File: src/orbt_pkg.sv
package orbt_pkg;
  // Data width of each port
  localparam int ORBT_WIDTH = 8;
  // FIFO depth in the capture path
  localparam int ORBT_DEPTH = 4;
  // Output enable levels (active low)
  localparam logic ORBT_OE_ON  = 1'b0;
  // Direction codes
  localparam logic ORBT_DIR_TO_A = 1'b0;
  localparam logic ORBT_DIR_TO_B = 1'b1;
  // Source select codes
  localparam logic ORBT_SEL_LIVE   = 1'b0;
  localparam logic ORBT_SEL_STORED = 1'b1;
  // Pin output enable: low while driving
  localparam logic ORBT_PIN_DRIVE = 1'b0;
  localparam logic ORBT_PIN_FLOAT = 1'b1;

  // Drive mode of the transceiver
  typedef enum logic [1:0] {
    ORBT_MODE_ISOLATE = 2'b00,
    ORBT_MODE_DRIVE_A = 2'b01,
    ORBT_MODE_DRIVE_B = 2'b10
  } orbt_mode_t;

  // Output control inputs grouped
  typedef struct packed {
    logic out_enable_n;
    logic direction;
    logic a_output_source_select;
    logic b_output_source_select;
  } orbt_ctrl_t;

  // One captured word with its source
  typedef struct packed {
    logic                  from_b;
    logic [ORBT_WIDTH-1:0] data;
  } orbt_word_t;
endpackage

File: src/orbt_fifo.sv
`timescale 1ns/1ns
module orbt_fifo
  import orbt_pkg::*;
#(
  parameter int WIDTH = 9,
  parameter int DEPTH = ORBT_DEPTH
) (
  input  wire logic             clk,
  input  wire logic             sys_rst,
  input  wire logic             in_valid,
  output logic                  in_ready,
  input  wire logic [WIDTH-1:0] in_data,
  output logic                  out_valid,
  input  wire logic             out_ready,
  output logic      [WIDTH-1:0] out_data
);
  localparam int AW = (DEPTH > 1) ? $clog2(DEPTH) : 1;

  logic [WIDTH-1:0] mem_reg [DEPTH];   // Word storage
  logic [AW-1:0]    wr_ptr_reg;        // Write pointer
  logic [AW-1:0]    rd_ptr_reg;        // Read pointer
  logic [AW:0]      count_reg;         // Fill level
  logic             push;
  logic             pop;

  // Pointer advance with wrap
  function automatic logic [AW-1:0] bump(input logic [AW-1:0] p);
    return (p == AW'(DEPTH - 1)) ? '0 : p + 1'b1;
  endfunction

  // Honest full and empty
  assign in_ready  = (count_reg != (AW+1)'(DEPTH));
  assign out_valid = (count_reg != '0);
  assign push      = in_valid && in_ready;
  assign pop       = out_valid && out_ready;
  assign out_data  = mem_reg[rd_ptr_reg];

  // Storage write
  always_ff @(posedge clk) begin
    if (push) begin
      mem_reg[wr_ptr_reg] <= in_data;
    end
  end

  // Pointers and level
  always_ff @(posedge clk or posedge sys_rst) begin
    if (sys_rst) begin
      wr_ptr_reg <= '0;
      rd_ptr_reg <= '0;
      count_reg  <= '0;
    end else begin
      if (push) begin
        wr_ptr_reg <= bump(wr_ptr_reg);
      end
      if (pop) begin
        rd_ptr_reg <= bump(rd_ptr_reg);
      end
      count_reg <= count_reg + (AW+1)'(push) - (AW+1)'(pop);
    end
  end
endmodule

File: src/orbt_transceiver.sv
`timescale 1ns/1ns
module orbt_transceiver
  import orbt_pkg::*;
#(
  parameter int WIDTH = ORBT_WIDTH,
  parameter int DEPTH = ORBT_DEPTH
) (
  input  wire logic             clk,
  input  wire logic             sys_rst,
  input  wire logic             a_to_b_capture_clock,
  input  wire logic             b_to_a_capture_clock,
  input  wire orbt_ctrl_t       ctrl,
  input  wire logic [WIDTH-1:0] a_port_data_in,
  output logic      [WIDTH-1:0] a_port_data_out,
  output logic                  a_port_data_oe_n,
  input  wire logic [WIDTH-1:0] b_port_data_in,
  output logic      [WIDTH-1:0] b_port_data_out,
  output logic                  b_port_data_oe_n,
  output logic      [WIDTH-1:0] a_to_b_stored,
  output logic      [WIDTH-1:0] b_to_a_stored,
  output logic                  capture_valid,
  input  wire logic             capture_ready,
  output logic      [WIDTH:0]   capture_word,
  output logic                  capture_overflow
);
  logic [WIDTH-1:0] ab_store_reg;      // A-to-B storage
  logic [WIDTH-1:0] ba_store_reg;      // B-to-A storage
  logic             ab_clk_dly_reg;    // Previous A capture clock level
  logic             ba_clk_dly_reg;    // Previous B capture clock level
  logic             ab_rise;           // A capture rising edge
  logic             ba_rise;           // B capture rising edge
  logic             ab_pend_reg;       // A word awaiting FIFO entry
  logic             ba_pend_reg;       // B word awaiting FIFO entry
  logic             ovf_reg;           // Sticky lost-capture flag
  logic             fifo_in_valid;
  logic             fifo_in_ready;
  logic [WIDTH:0]   fifo_in_data;
  orbt_mode_t       mode;              // Current drive mode

  // Rising edge of a sampled level
  function automatic logic rise(input logic now, input logic was);
    return now && !was;
  endfunction

  assign ab_rise = rise(a_to_b_capture_clock, ab_clk_dly_reg);
  assign ba_rise = rise(b_to_a_capture_clock, ba_clk_dly_reg);

  // Edge detect history for capture clocks
  always_ff @(posedge clk or posedge sys_rst) begin
    if (sys_rst) begin
      ab_clk_dly_reg <= 1'b1;
      ba_clk_dly_reg <= 1'b1;
    end else begin
      ab_clk_dly_reg <= a_to_b_capture_clock;
      ba_clk_dly_reg <= b_to_a_capture_clock;
    end
  end

  // A-to-B storage, no reset, not gated by controls
  always_ff @(posedge clk) begin
    if (ab_rise) begin
      ab_store_reg <= a_port_data_in;
    end
  end

  // B-to-A storage, no reset, not gated by controls
  always_ff @(posedge clk) begin
    if (ba_rise) begin
      ba_store_reg <= b_port_data_in;
    end
  end

  assign a_to_b_stored = ab_store_reg;
  assign b_to_a_stored = ba_store_reg;

  // Drive mode from enable and direction only
  always_comb begin
    if (ctrl.out_enable_n != ORBT_OE_ON) begin
      mode = ORBT_MODE_ISOLATE;
    end else if (ctrl.direction == ORBT_DIR_TO_A) begin
      mode = ORBT_MODE_DRIVE_A;
    end else begin
      mode = ORBT_MODE_DRIVE_B;
    end
  end

  // Port enables, at most one driven
  always_comb begin
    a_port_data_oe_n = ORBT_PIN_FLOAT;
    b_port_data_oe_n = ORBT_PIN_FLOAT;
    case (mode)
      ORBT_MODE_DRIVE_A: a_port_data_oe_n = ORBT_PIN_DRIVE;
      ORBT_MODE_DRIVE_B: b_port_data_oe_n = ORBT_PIN_DRIVE;
      default: ;
    endcase
  end

  // A port data source
  always_comb begin
    if (ctrl.a_output_source_select == ORBT_SEL_STORED) begin
      a_port_data_out = ba_store_reg;
    end else begin
      a_port_data_out = b_port_data_in;
    end
  end

  // B port data source
  always_comb begin
    if (ctrl.b_output_source_select == ORBT_SEL_STORED) begin
      b_port_data_out = ab_store_reg;
    end else begin
      b_port_data_out = a_port_data_in;
    end
  end

  // Captured words queue for a reader; A before B on a shared edge
  always_ff @(posedge clk or posedge sys_rst) begin
    if (sys_rst) begin
      ab_pend_reg <= 1'b0;
      ba_pend_reg <= 1'b0;
    end else begin
      if (ab_rise) begin
        ab_pend_reg <= 1'b1;
      end else if (fifo_in_valid && fifo_in_ready && ab_pend_reg) begin
        ab_pend_reg <= 1'b0;
      end
      if (ba_rise) begin
        ba_pend_reg <= 1'b1;
      end else if (fifo_in_valid && fifo_in_ready && !ab_pend_reg) begin
        ba_pend_reg <= 1'b0;
      end
    end
  end

  // Lost capture: new edge while previous word still pending
  // A word that enters the FIFO on that same edge is not lost
  always_ff @(posedge clk or posedge sys_rst) begin
    if (sys_rst) begin
      ovf_reg <= 1'b0;
    end else if ((ab_rise && ab_pend_reg && !fifo_in_ready)
                 || (ba_rise && ba_pend_reg && !(fifo_in_ready && !ab_pend_reg))) begin
      ovf_reg <= 1'b1;
    end
  end

  assign capture_overflow = ovf_reg;
  assign fifo_in_valid    = ab_pend_reg || ba_pend_reg;
  assign fifo_in_data     = ab_pend_reg ? {1'b0, ab_store_reg} : {1'b1, ba_store_reg};

  // Capture FIFO
  orbt_fifo #(
    .WIDTH (WIDTH + 1),
    .DEPTH (DEPTH)
  ) u_fifo (
    .clk       (clk),
    .sys_rst   (sys_rst),
    .in_valid  (fifo_in_valid),
    .in_ready  (fifo_in_ready),
    .in_data   (fifo_in_data),
    .out_valid (capture_valid),
    .out_ready (capture_ready),
    .out_data  (capture_word)
  );
endmodule

File: config.mk
export PLATFORM = sky130hd
export DESIGN_NAME = orbt_transceiver
export DESIGN_NICKNAME = d
export VERILOG_FILES = /design/src/orbt_pkg.sv /design/src/orbt_fifo.sv /design/src/orbt_transceiver.sv
export SDC_FILE = /design/constraint.sdc
export NUM_CORES = 1
export LEC_CHECK = 0
export BUFFER_PORTS_ARGS = -buffer_cell sky130_fd_sc_hd__clkbuf_2
export CORE_MARGIN = 2
export CORE_UTILIZATION = 56
export CTS_BUF_LIST = sky130_fd_sc_hd__clkbuf_16
export DETAILED_ROUTE_END_ITERATION = 6
export GPL_TIMING_DRIVEN = 0
export PLACE_DENSITY = 0.94
export SLEW_MARGIN = 20
export SYNTH_ARGS = -nofsm -noshare
export SYNTH_HDL_FRONTEND = slang
export SYNTH_SLANG_ARGS = --single-unit
File: constraint.sdc
create_clock -name clk -period 5.9 [get_ports clk]
set_input_delay 1.18 -clock clk [delete_from_list [all_inputs] [get_ports clk]]
set_output_delay 1.18 -clock clk [all_outputs]
set_load 0.01 [all_outputs]
Yosys cells after proc, flatten, opt, wreduce, memory -nomap -nowiden
Memory sizes are Yosys's and may differ from the RTL's.
Index checks and enable logic that the tools add are counted.
Widths: inputs -> output; s select.
{"block": "totals", "ff_bits": 28, "wordCells": 56, "in_bits": 25, "mem_count": 1, "out_inout_bits": 45, "mem_bits_rw": 36}
{"name": "u_fifo.mem_reg", "words": 4, "word_bits": 9, "read_ports": 1, "rd_clocked_by_memory_dff": 0, "wr": 1, "line_no": "orbt_fifo.sv:19", "source": "logic [WIDTH-1:0] mem_reg [DEPTH];"}
{"block": "classes", "mux": 15, "reduce_logical": 21, "n_addsub": 4, "n_eq_ne": 5}
{"operator": "$mux 8", "count": 2}
{"operator": "$logic_and 1x1->1", "count": 11}
{"operator": "$mux 9", "count": 1}
{"operator": "$mux 1", "count": 8}
{"operator": "$mux 2", "count": 4}
{"operator": "$eq 2x2->1 const B", "count": 3}
{"operator": "$logic_not 1->1", "count": 5}
{"operator": "$add 2x1->2 const B", "count": 2}
{"operator": "$reduce_bool 2->1", "count": 2}
{"operator": "$add 3x1->3", "count": 1}
{"operator": "$ne 3x3->1 const B", "count": 1}
{"operator": "$reduce_bool 3->1", "count": 1}
{"operator": "$sub 3x1->3", "count": 1}
{"operator": "$eq 2x1->1 const B", "count": 1}
{"operator": "$logic_or 1x1->1", "count": 2}

Logic depth before layout (Yosys ltp)
Gate-level depths: netlist of the first run.
{"block": "depth", "ltp_word": 5, "mapped_depth": 10, "ltp_nobuf": 10}

Hierarchy
From an unflattened synthesis of the first run, not the netlist that was laid out.
{"block": "unflattened", "hier_cells": 146, "area_unflattened_um2": 2720.1}
{"module": "orbt_fifo", "cells_each": 86, "seq_area_each_um2": 1256.2, "area_per_inst_um2": 1744.2, "instances": 1}
{"module": "orbt_transceiver", "cells_each": 60, "seq_area_each_um2": 608.1, "area_per_inst_um2": 975.9, "instances": 1}

Least setup slack after synthesis of the first run
Ideal clock, no wire load.
{"block": "synth_path", "path_type": "input-to-output", "start": "input port ctrl[1] in the netlist's numbering", "end": "output port a_port_data_out[0]", "slack_ns": 3.006, "path_stages": 2, "path_buffers": 1, "required_time_ns": 4.720, "arrival_ns": 1.714, "cell_sequence": "buf_2 > mux2_2"}
{"block": "synth_via", "elab_chain_len": 1}
{"item": "start: declaration", "line_no": "orbt_transceiver.sv:12", "source": "input wire orbt_ctrl_t ctrl,"}
{"item": "$mux 8", "line_no": "orbt_transceiver.sv:100", "source": "if (ctrl.a_output_source_select == ORBT_SEL_STORED) begin"}
{"item": "end: declaration", "line_no": "orbt_transceiver.sv:14", "source": "output logic [WIDTH-1:0] a_port_data_out,"}
No other way between the ends.

Worst setup path after layout of the first run
{"block": "layout_path", "start": "input port ctrl[0] in the netlist's numbering", "end": "output port b_port_data_out[6]"}
{"block": "layout_via", "elab_chain_len": 1}
{"item": "$mux 8", "line_no": "orbt_transceiver.sv:109", "source": "if (ctrl.b_output_source_select == ORBT_SEL_STORED) begin"}
{"item": "end: declaration", "line_no": "orbt_transceiver.sv:17", "source": "output logic [WIDTH-1:0] b_port_data_out,"}
No other way between the ends.

==> impl_metrics.csv, run 1 <==
group,metric,value,unit
run_status,status,"finished clean",
clock_tree,cts_root_buf,"clkbuf_16",
clock_tree,clk-insertion-delay-late,0.33,ns
route,ant_nets,0,
placed_design,dp_hpwl,3590,um
global_routing,grt-ovfl-total,0,
worst_setup_path,path_delay_family,"multiplexers",
worst_setup_path,cp-start-kind,"primary input",
global_routing,grt_pass1_vias,1527,
placed_design,place.port_buffers,67,
timing,rsz0062_at_grt,"false",
floorplanning,die-width,73.8,um
power,power_density,480,nW/um2
floorplanning,start_util,57.8,%
synth,synth_area,2730,um2
route,drt-wirelength-per-cell,17.3,um
timing,worstMarginPinSlew,0.920,ns
worst_setup_path,crit_buf_inv,2,
timing,fin_ws,2.84,ns
clock_tree,postCtsSetupBuffers,0,
global_routing,antenna_found_initial,0,
synth,synth_ff_type,"edfxtp_1",
worst_setup_path,cp_data_arrival_time,1.88,ns
timing,fmax,327,MHz
synth,synth.most_common_cell,"edfxtp_1",
synth,synth_seq_cells,64,
floorplanning,num_rows,25,
clock_tree,cts_resized,0,
clock_tree,cts_tree,"done",
synth,mappedNetlistNets,179,
route,first_iter_violations,103,
timing,slew_headroom,38.5,%
placed_design,gp_congestion,0.707,
placed_design,dp_cells,280,
global_routing,grt_max_degree,14,
finish,final_core_util,73.6,%
power,power,0.00167,W
global_routing,grt_usage,20.6,%
worst_setup_path,crit_required,4.72,ns
min_path,hold_class,"reg2reg",
worst_setup_path,slowest_stage,"mux2_2",
synth,synthTopCellsByArea,"edfxtp_1 57%, mux2_2 9.9%, dfrtp_1 9.2%",
clock_tree,ctsHoldBuffers,0,
floorplanning,dieHeight,73.8,um
flow_run,drv_cap,0,
finish,fillers,273,
timing,post-route-period-util,51.9,%
clock_tree,h-tree-depth,3,
route,vias,1548,
synth,async_reset_ff_share,18.8,%
placed_design,place_ws,2.84,ns
clock_tree,cts_buffers,9,
synth,syn_area_per_cell,18.7,um2
worst_setup_path,worst_setup_path_end_kind,"primary output",
synth,ys_seq_area_share,68.3,%
route,routed_wirelength,5120,um
synth,yosys_warnings,0,
synth,synth_edf_count,52,
clock_tree,clk_pin_slew_worst_paths,0.05,ns
clock_tree,cts_sinks,64,
timing,maxSlewViolCount,0,
power,p_leak,1.43,nW
finish,stdcell_count,296,
clock_tree,clockBufferDepth,2,
worst_setup_path,worstPathCellList,"buf_2, mux2_2, clkbuf_2",
route,vias_per_cell,5.23,
synth,yosysUniqueCellTypes,25,
synth,yosysTopAreaCellShare,57.2,%
timing,fin_tns_setup,0,ns
finish,num_antenna_cells,0,
finish,largest_register_ffs,36,
route,drc,0,
route,first_pass_iters,4,
worst_setup_path,slowest_delay,0.36,ns
timing,finalSetupViolations,0,
power,irDropWorstVdd,0.330,mV
finish,drive_above_1_share,57.6,%
timing,fin_skew,0.00774,ns
worst_setup_path,critPathKind,"in2out",
worst_setup_path,path_max_fanout,8,
floorplanning,num_io_pins,70,
synth,yosysTopAreaCell,"edfxtp_1",
floorplanning,die_area,5450,um2
finish,layout.nets,257,
finish,areaGrowthSynthToFinish,27.4,%
timing,fin_crit,3.06,ns
timing,finalHoldViolations,0,
synth,synth_cells,146,
floorplanning,core-area,4720,um2
synth,synth_common_cells,"52 x edfxtp_1, 24 x mux2_2, 10 x dfrtp_1, 10 x inv_1, 9 x mux4_2",
global_routing,grt_pass1_wl,7760,um
==> metrics by stage <==
stage / hold slack [ns] / cell area (um2)
final: 0.510 / 3480
after global placement: 0.479 / 3150
after floorplan: 0.469 / 2730
after CTS: 0.521 / 3480
after detailed placement: 0.469 / 3150
after global routing: 0.533 / 3480
==> worst paths after layout <==
path,startpoint,end,slack [ns],cells past startpoint
worst max-delay path,ctrl[0],b_port_data_out[6],2.84,3
worst min-delay path,capture_overflow$_DFFE_PP0P_,capture_overflow$_DFFE_PP0P_,0.51,2
worst max register to register,u_fifo.count_reg[1]$_DFF_PP0_,u_fifo.count_reg[2]$_DFF_PP0_,3.55,10
worst min register to register,capture_overflow$_DFFE_PP0P_,capture_overflow$_DFFE_PP0P_,0.51,2
max in group asynchronous,sys_rst,ab_clk_dly_reg$_DFF_PP1_,4.72,2
min in group asynchronous,sys_rst,u_fifo.wr_ptr_reg[0]$_DFFE_PP0N_,0.83,2
==> worst min-delay path, cell delays in order (launching register included) <==
cell	delay (ns)
dfrtp_1	0.35
a31oi_1	0.05
o21ai_0	0.07
==> area by class of cell <==
type / instances / area (um2) / area share [%]
Buffer: 5 / 27.5 / 0.792
Clock buffer: 9 / 225 / 6.48
Clock inverter: 7 / 103 / 2.95
Inverter: 10 / 37.5 / 1.08
Multi-Input combinational cell: 67 / 800 / 23.0
Sequential cell: 64 / 1860 / 53.6
Tap cell: 67 / 83.8 / 2.41
Timing Repair Buffer: 67 / 335 / 9.65
==> power breakdown <==
part / leakage (nW) / switching [W] / internal [W] / total (W)
registers: 0.617 / 0.0000509 / 0.000602 / 0.000653
clock network: 0.157 / 0.000197 / 0.000374 / 0.000570
logic: 0.659 / 0.000222 / 0.000223 / 0.000445
==> per-layer routing <==
| metal | share of wire (%) | track usage [%] | wire length, um | up-vias |
|---|---|---|---|---|
| li1 | - | - | - | 715 |
| met1 | 40 | 26.4 | 2030 | 762 |
| met2 | 54 | 33.6 | 2750 | 59 |
| met3 | 4.3 | 3.16 | 219 | 12 |
| met4 | 2.3 | 11.7 | 119 | 0 |
| met5 | 0 | 0 | 0 | - |
==> cells in the final DEF (no fill, tap or decap), drive strengths merged <==
cell type,instances
xnor2,2
fa,1
dfstp,2
ha,7
or3,1
and2,4
buf,5
nor2,4
or2,1
nor2b,1
bufinv,2
clkbuf,76
nor3b,1
mux2,28
a31oi,1
nand2b,2
dfrtp,10
nand2,2
edfxtp,52
clkinvlp,1
o21ai,2
mux4,9
a21o,1
inv,12
clkinv,2
==> cells by family after synthesis <==
group	share of synthesized area [%]
mux	19.5
flops	68.3
compound gates	0.871
xor+xnor	0.642
buf+inv	2.38
simple gates	4.31
fa+ha+maj	3.94
Note: power is estimated with default switching activity, not from simulation.
==> inputs of run 2 (changes only) <==
--- a/config.mk
+++ b/config.mk
@@ -7,11 +7,11 @@
 export LEC_CHECK = 0
 export BUFFER_PORTS_ARGS = -buffer_cell sky130_fd_sc_hd__clkbuf_2
 export CORE_MARGIN = 2
-export CORE_UTILIZATION = 56
+export CORE_UTILIZATION = 52
 export CTS_BUF_LIST = sky130_fd_sc_hd__clkbuf_16
 export DETAILED_ROUTE_END_ITERATION = 6
 export GPL_TIMING_DRIVEN = 0
-export PLACE_DENSITY = 0.94
+export PLACE_DENSITY = 0.89
 export SLEW_MARGIN = 20
 export SYNTH_ARGS = -nofsm -noshare
 export SYNTH_HDL_FRONTEND = slang
==> constraint.sdc (replaced) <==
create_clock -name clk -period 3.05 [get_ports clk]
set_input_delay 0.61 -clock clk [delete_from_list [all_inputs] [get_ports clk]]
set_output_delay 0.61 -clock clk [all_outputs]
set_load 0.01 [all_outputs]
==> run 2 against run 1 <==
- routed wire length is 0.27% lower
- global-route usage is 1.6 points lower
- first-iteration DRC count is 25% lower
- power is 79% higher
- flip-flop and latch count stayed put
- clock power is 53% higher
- clock-buffer cell count stayed put
- critical path type is now reg2reg
- critical endpoint is now u_fifo.count_reg[2]$_DFF_PP0_
==> impl_metrics.csv, run 2 (same netlist as run 1, synthesis figures left out) <==
group,metric,value,unit
floorplanning,core-area,5070,um2
placed_design,gp_congestion,0.758,
worst_setup_path,critPathKind,"reg2reg",
clock_tree,ctsHoldBuffers,0,
finish,layout_common_cells,"67 x clkbuf_2, 52 x edfxtp_1, 24 x mux2_2, 10 x inv_1, 10 x dfrtp_1",
floorplanning,start_util,53.8,%
global_routing,grt_pass1_wl,8250,um
route,first_pass_iters,4,
min_path,hold_class,"in2async",
floorplanning,num_io_pins,70,
timing,fin_tns_setup,0,ns
finish,fillers,363,
clock_tree,cts_root_buf,"clkbuf_16",
timing,fin_skew,0.00340,ns
timing,post-route-period-util,75.6,%
clock_tree,cts_sinks,64,
worst_setup_path,worstPathCellList,"or3_4, nand2_4, inv_1, ha_1, inv_1, ha_1, inv_1, fa_1, xnor2_1, xnor2_1",
run_status,status,"finished clean",
floorplanning,num_rows,26,
timing,slew_headroom,40.2,%
timing,finalHoldViolations,0,
global_routing,grt_max_degree,13,
timing,finalSetupViolations,0,
route,drt-wirelength-per-cell,17.1,um
floorplanning,dieHeight,76.4,um
route,ant_nets,0,
route,routed_wirelength,5110,um
global_routing,grt-ovfl-total,0,
finish,final_core_util,67.1,%
finish,layout_commonest_cell,"clkbuf_2",
clock_tree,cts_resized,0,
global_routing,grt_pass1_vias,1580,
route,vias_per_cell,5.20,
timing,worstMarginPinSlew,0.895,ns
worst_setup_path,cp_data_arrival_time,2.51,ns
flow_run,drv_cap,0,
power,irDropWorstVdd,0.626,mV
worst_setup_path,worst_setup_path_end_kind,"flop",
placed_design,place.port_buffers,67,
clock_tree,clk_pin_slew_worst_paths,0.05,ns
clock_tree,h-tree-depth,3,
clock_tree,clockBufferDepth,2,
timing,fin_crit,2.31,ns
floorplanning,die-width,76.4,um
clock_tree,cts_tree,"done",
finish,num_antenna_cells,0,
worst_setup_path,slowest_delay,0.46,ns
global_routing,grt_usage,19.1,%
route,drc,0,
finish,drive_above_1_share,56.6,%
timing,rsz0062_at_grt,"false",
finish,layout.nets,257,
timing,hold_ws,0.285,ns
clock_tree,postCtsSetupBuffers,0,
power,power,0.00299,W
worst_setup_path,slowest_stage,"dfrtp_1",
global_routing,antenna_found_initial,0,
timing,fmax,434,MHz
clock_tree,clk-insertion-delay-late,0.32,ns
worst_setup_path,cp-start-kind,"flop",
finish,largest_register_ffs,36,
floorplanning,die_area,5840,um2
timing,maxSlewViolCount,0,
worst_setup_path,path_max_fanout,4,
route,vias,1549,
clock_tree,cts_buffers,9,
worst_setup_path,path_common_cell,"inv_1",
worst_setup_path,crit_required,3.25,ns
placed_design,dp_hpwl,3570,um
power,p_leak,1.41,nW
route,first_iter_violations,77,
power,power_density,877,nW/um2
finish,areaGrowthSynthToFinish,24.8,%
## run 2: cell type report
type	count	area [um2]	share of cell area, %
buffer	5	27.5	0.809
clock buffer	9	225	6.62
clock inverter	6	27.5	0.809
inverter	10	37.5	1.10
multi-input combinational	67	800	23.5
sequential	64	1860	54.8
tap	70	87.6	2.57
timing repair buffer	67	335	9.85
## run 2: path summary, 6_finish.rpt
path	start	end	slack [ns]	depth (start not counted)
setup reg to reg	u_fifo.count_reg[1]$_DFF_PP0_	u_fifo.count_reg[2]$_DFF_PP0_	0.74	10
min in group clk	a_to_b_capture_clock	ab_clk_dly_reg$_DFF_PP1_	0.38	1
max in group asynchronous	sys_rst	ba_clk_dly_reg$_DFF_PP1_	2.41	2
hold reg to reg	capture_overflow$_DFFE_PP0P_	capture_overflow$_DFFE_PP0P_	0.49	2
setup / recovery	u_fifo.count_reg[1]$_DFF_PP0_	u_fifo.count_reg[2]$_DFF_PP0_	0.74	10
hold / removal	sys_rst	u_fifo.count_reg[1]$_DFF_PP0_	0.28	2
## run 2: routing by layer
| metal | routed length, um | GRT usage, % |
|---|---|---|
| met5 | 0 | 0 |
| met4 | 125 | 8.91 |
| met3 | 253 | 5.21 |
| met2 | 2640 | 31.4 |
| met1 | 2090 | 23.5 |
## run 2: worst max-delay path, delay by kind of cell, from the launching register on
family,cells,cell delay (ns)
fa+ha+maj,3,0.79
simple gates,2,0.52
flops,1,0.46
xor+xnor,2,0.27
buf+inv,3,0.16
## run 2: report_power, final
part / switching, W / leakage (nW) / total (W) / internal [W]
registers: 0.0000980 / 0.617 / 0.00126 / 0.00116
clock network: 0.000338 / 0.130 / 0.000870 / 0.000532
logic: 0.000424 / 0.659 / 0.000854 / 0.000431
## run 2: metrics by stage
stage / std cells / instance area, um2 / setup WS [ns]
2_1_floorplan: 146 / 2730 / 0.822
3_3_place_gp: 283 / 3150 / 0.777
3_5_place_dp: 283 / 3150 / 0.747
4_1_cts: 298 / 3400 / 0.730
5_1_grt: 298 / 3400 / 0.585
6_report: 298 / 3400 / 0.745
==> inputs of run 3 (changes only) <==
--- a/config.mk
+++ b/config.mk
@@ -7,11 +7,11 @@
 export LEC_CHECK = 0
 export BUFFER_PORTS_ARGS = -buffer_cell sky130_fd_sc_hd__clkbuf_2
 export CORE_MARGIN = 2
-export CORE_UTILIZATION = 52
+export CORE_UTILIZATION = 47
 export CTS_BUF_LIST = sky130_fd_sc_hd__clkbuf_16
 export DETAILED_ROUTE_END_ITERATION = 6
 export GPL_TIMING_DRIVEN = 0
-export PLACE_DENSITY = 0.89
+export PLACE_DENSITY = 0.85
 export SLEW_MARGIN = 20
 export SYNTH_ARGS = -nofsm -noshare
 export SYNTH_HDL_FRONTEND = slang
==> constraint.sdc (replaced) <==
create_clock -name clk -period 1.9 [get_ports clk]
set_input_delay 0.38 -clock clk [delete_from_list [all_inputs] [get_ports clk]]
set_output_delay 0.38 -clock clk [all_outputs]
set_load 0.01 [all_outputs]
==> run 3 against run 2 <==
- the flow now finishes with violations (setup timing)
- sequential power rose by 60%
- die area increased by 10%
- final cell count grew 3.0%
- clock skew grew 0.0037 ns
- via count increased by 2.3%
- worst hold slack lost 0.23 ns
- register-to-register slack got worse by 0.92 ns
- critical endpoint unchanged
- largest cell class unchanged
==> impl_metrics.csv, run 3 (same netlist as run 1, synthesis figures left out) <==
group,metric,value,unit
run_status,status,"finished, violations left",
run_status,violations,"setup timing",
timing,post-route-period-util,109,%
route,routed_wirelength,5260,um
timing,rsz0062_at_grt,"true",
route,drc,0,
power,irDropWorstVdd,0.663,mV
finish,largest_register_ffs,36,
timing,hold_ws,0.0509,ns
global_routing,grt-ovfl-total,0,
route,first_pass_iters,4,
floorplanning,core-area,5540,um2
clock_tree,cts_root_buf,"clkbuf_16",
global_routing,grt_pass1_wl,8210,um
route,vias,1584,
timing,worstMarginPinSlew,1.05,ns
timing,maxSlewViolCount,0,
worst_setup_path,endpoint,"u_fifo.count_reg[2]$_DFF_PP0_",
clock_tree,clk_pin_slew_worst_paths,0.05,ns
flow_run,drv_cap,0,
worst_setup_path,rr_worst_depth,10,
timing,fin_skew,0.00715,ns
placed_design,place.port_buffers,67,
route,ant_nets,0,
finish,areaGrowthSynthToFinish,30.0,%
worst_setup_path,regToRegEndpoint,"u_fifo.count_reg[2]$_DFF_PP0_",
finish,layout.nets,263,
clock_tree,cts_tree,"done",
timing,finalSetupViolations,5,
floorplanning,dieHeight,80.2,um
route,first_iter_violations,115,
global_routing,antenna_found_initial,0,
clock_tree,clk-insertion-delay-late,0.32,ns
finish,layout_commonest_cell,"clkbuf_2",
placed_design,dp_hpwl,3690,um
timing,finalHoldViolations,0,
min_path,hold_class,"in2async",
floorplanning,die_area,6430,um2
power,p_leak,1.47,nW
finish,fillers,400,
timing,fin_crit,2.08,ns
finish,seq_area,1870,um2
timing,fin_tns_setup,-0.316,ns
clock_tree,cts_buffers,9,
worst_setup_path,crit_required,2.10,ns
timing,fin_ws,-0.180,ns
route,vias_per_cell,5.16,
worst_setup_path,path_max_fanout,3,
placed_design,gp_congestion,0.755,
clock_tree,clockBufferDepth,2,
worst_setup_path,critPathKind,"reg2reg",
global_routing,grt_pass1_vias,1603,
global_routing,grt_max_degree,13,
floorplanning,num_rows,27,
floorplanning,num_io_pins,70,
timing,fmax,481,MHz
finish,num_antenna_cells,0,
clock_tree,cts_sinks,64,
global_routing,grt_usage,17.8,%
worst_setup_path,regToRegSetupSlack,-0.18,ns
floorplanning,start_util,49.3,%
worst_setup_path,cp-start-kind,"flop",
power,power_density,1470,nW/um2
floorplanning,die-width,80.2,um
worst_setup_path,startpoint,"u_fifo.count_reg[2]$_DFF_PP0_",
finish,multi_input_area,835,um2
worst_setup_path,r2r-start,"u_fifo.count_reg[2]$_DFF_PP0_",
worst_setup_path,worst_setup_path_end_kind,"flop",
finish,drive_above_1_share,60.0,%
clock_tree,ctsHoldBuffers,0,
finish,layout_common_cells,"66 x clkbuf_2, 52 x edfxtp_1, 24 x mux2_2, 12 x inv_1, 10 x clkbuf_16",
clock_tree,h-tree-depth,3,
timing,slew_headroom,30.1,%
route,drt-wirelength-per-cell,17.1,um
worst_setup_path,cp_data_arrival_time,2.28,ns
==> run 3: changes by cell type in the layout (fill, tap and decap cells not counted), moves of 2 or more <==
| cell | before | now |
|---|---|---|
| dfrtp_2 | 0 | 2 |
| dfrtp_1 | 10 | 8 |
| buf_4 | 1 | 5 |
| ha_4 | 0 | 2 |
| clkinv_2 | 4 | 0 |
| ha_1 | 7 | 5 |
| inv_2 | 0 | 2 |
| inv_1 | 10 | 12 |
==> run 3: cell type report <==
cell class | count | area share (%)
Buffer | 5 | 0.987
Multi-Input combinational cell | 67 | 23.5
Tap cell | 72 | 2.54
Clock buffer | 9 | 6.35
Inverter | 10 | 1.13
Clock inverter | 7 | 1.48
Sequential cell | 64 | 52.6
Timing Repair Buffer | 73 | 11.4
==> run 3: critical path, cell delays in order (launching register included) <==
cell and delay (ns):
dfrtp_1 0.38, or3_4 0.41, nand2_4 0.09, inv_2 0.04, ha_4 0.21, inv_4 0.05
ha_4 0.12, inv_2 0.04, fa_2 0.35, xnor2_2 0.15, xnor2_1 0.12
==> run 3: metrics by stage <==
step / setup WS (ns) / instances / cell area (um2) / total power, W / utilization, %
floorplan: -0.253 / 146 / 2770 / 0.00309 / -
global placement: -0.278 / 285 / 3190 / 0.00348 / 57.6
detailed placement: -0.315 / 285 / 3190 / 0.00355 / 57.6
CTS: -0.199 / 305 / 3510 / 0.00516 / 63.3
global route: -0.245 / 307 / 3550 / 0.00549 / 64.0
finish: -0.180 / 307 / 3550 / 0.00520 / 64.0
==> run 3: how the worst min path moves through the flow <==
stage,from,endpoint,depth (start not counted)
final,sys_rst,u_fifo.rd_ptr_reg[1]$_DFFE_PP0P_,2
after global routing,sys_rst,u_fifo.rd_ptr_reg[1]$_DFFE_PP0P_,2
after CTS,sys_rst,u_fifo.rd_ptr_reg[1]$_DFFE_PP0P_,2
after detailed placement,sys_rst,u_fifo.rd_ptr_reg[1]$_DFFE_PP0P_,2
after global placement,sys_rst,u_fifo.rd_ptr_reg[1]$_DFFE_PP0P_,2
after floorplan,sys_rst,ab_pend_reg$_DFFE_PP0P_,1
==> run 3: per-layer routing <==
| metal | wire [um] | share of wire (%) | vias up | track usage (%) |
|---|---|---|---|---|
| met5 | 0 | 0 | - | 0 |
| met4 | 76 | 1.4 | 0 | 8.81 |
| met3 | 210 | 4.0 | 7 | 3.93 |
| met2 | 2780 | 53 | 48 | 28.7 |
| met1 | 2190 | 42 | 804 | 22.7 |
| li1 | - | - | 725 | - |
==> run 3: timing repair <==
| item | 4_1_cts | 5_1_grt |
|---|---|---|
| endpoints found under the setup margin | 10 | 10 |
| setup buffers | 4 | 1 |
| gates resized for setup | 3 | 3 |
| pin swaps | 5 | 1 |
| cloned | 0 | 1 |
| endpoints found under the hold margin | 0 | 0 |
==> run 3: where the power goes <==
part	internal (W)	total, W	switching (W)
sequential	0.00187	0.00202	0.000142
clock	0.000984	0.00150	0.000512
combinational	0.000895	0.00169	0.000797
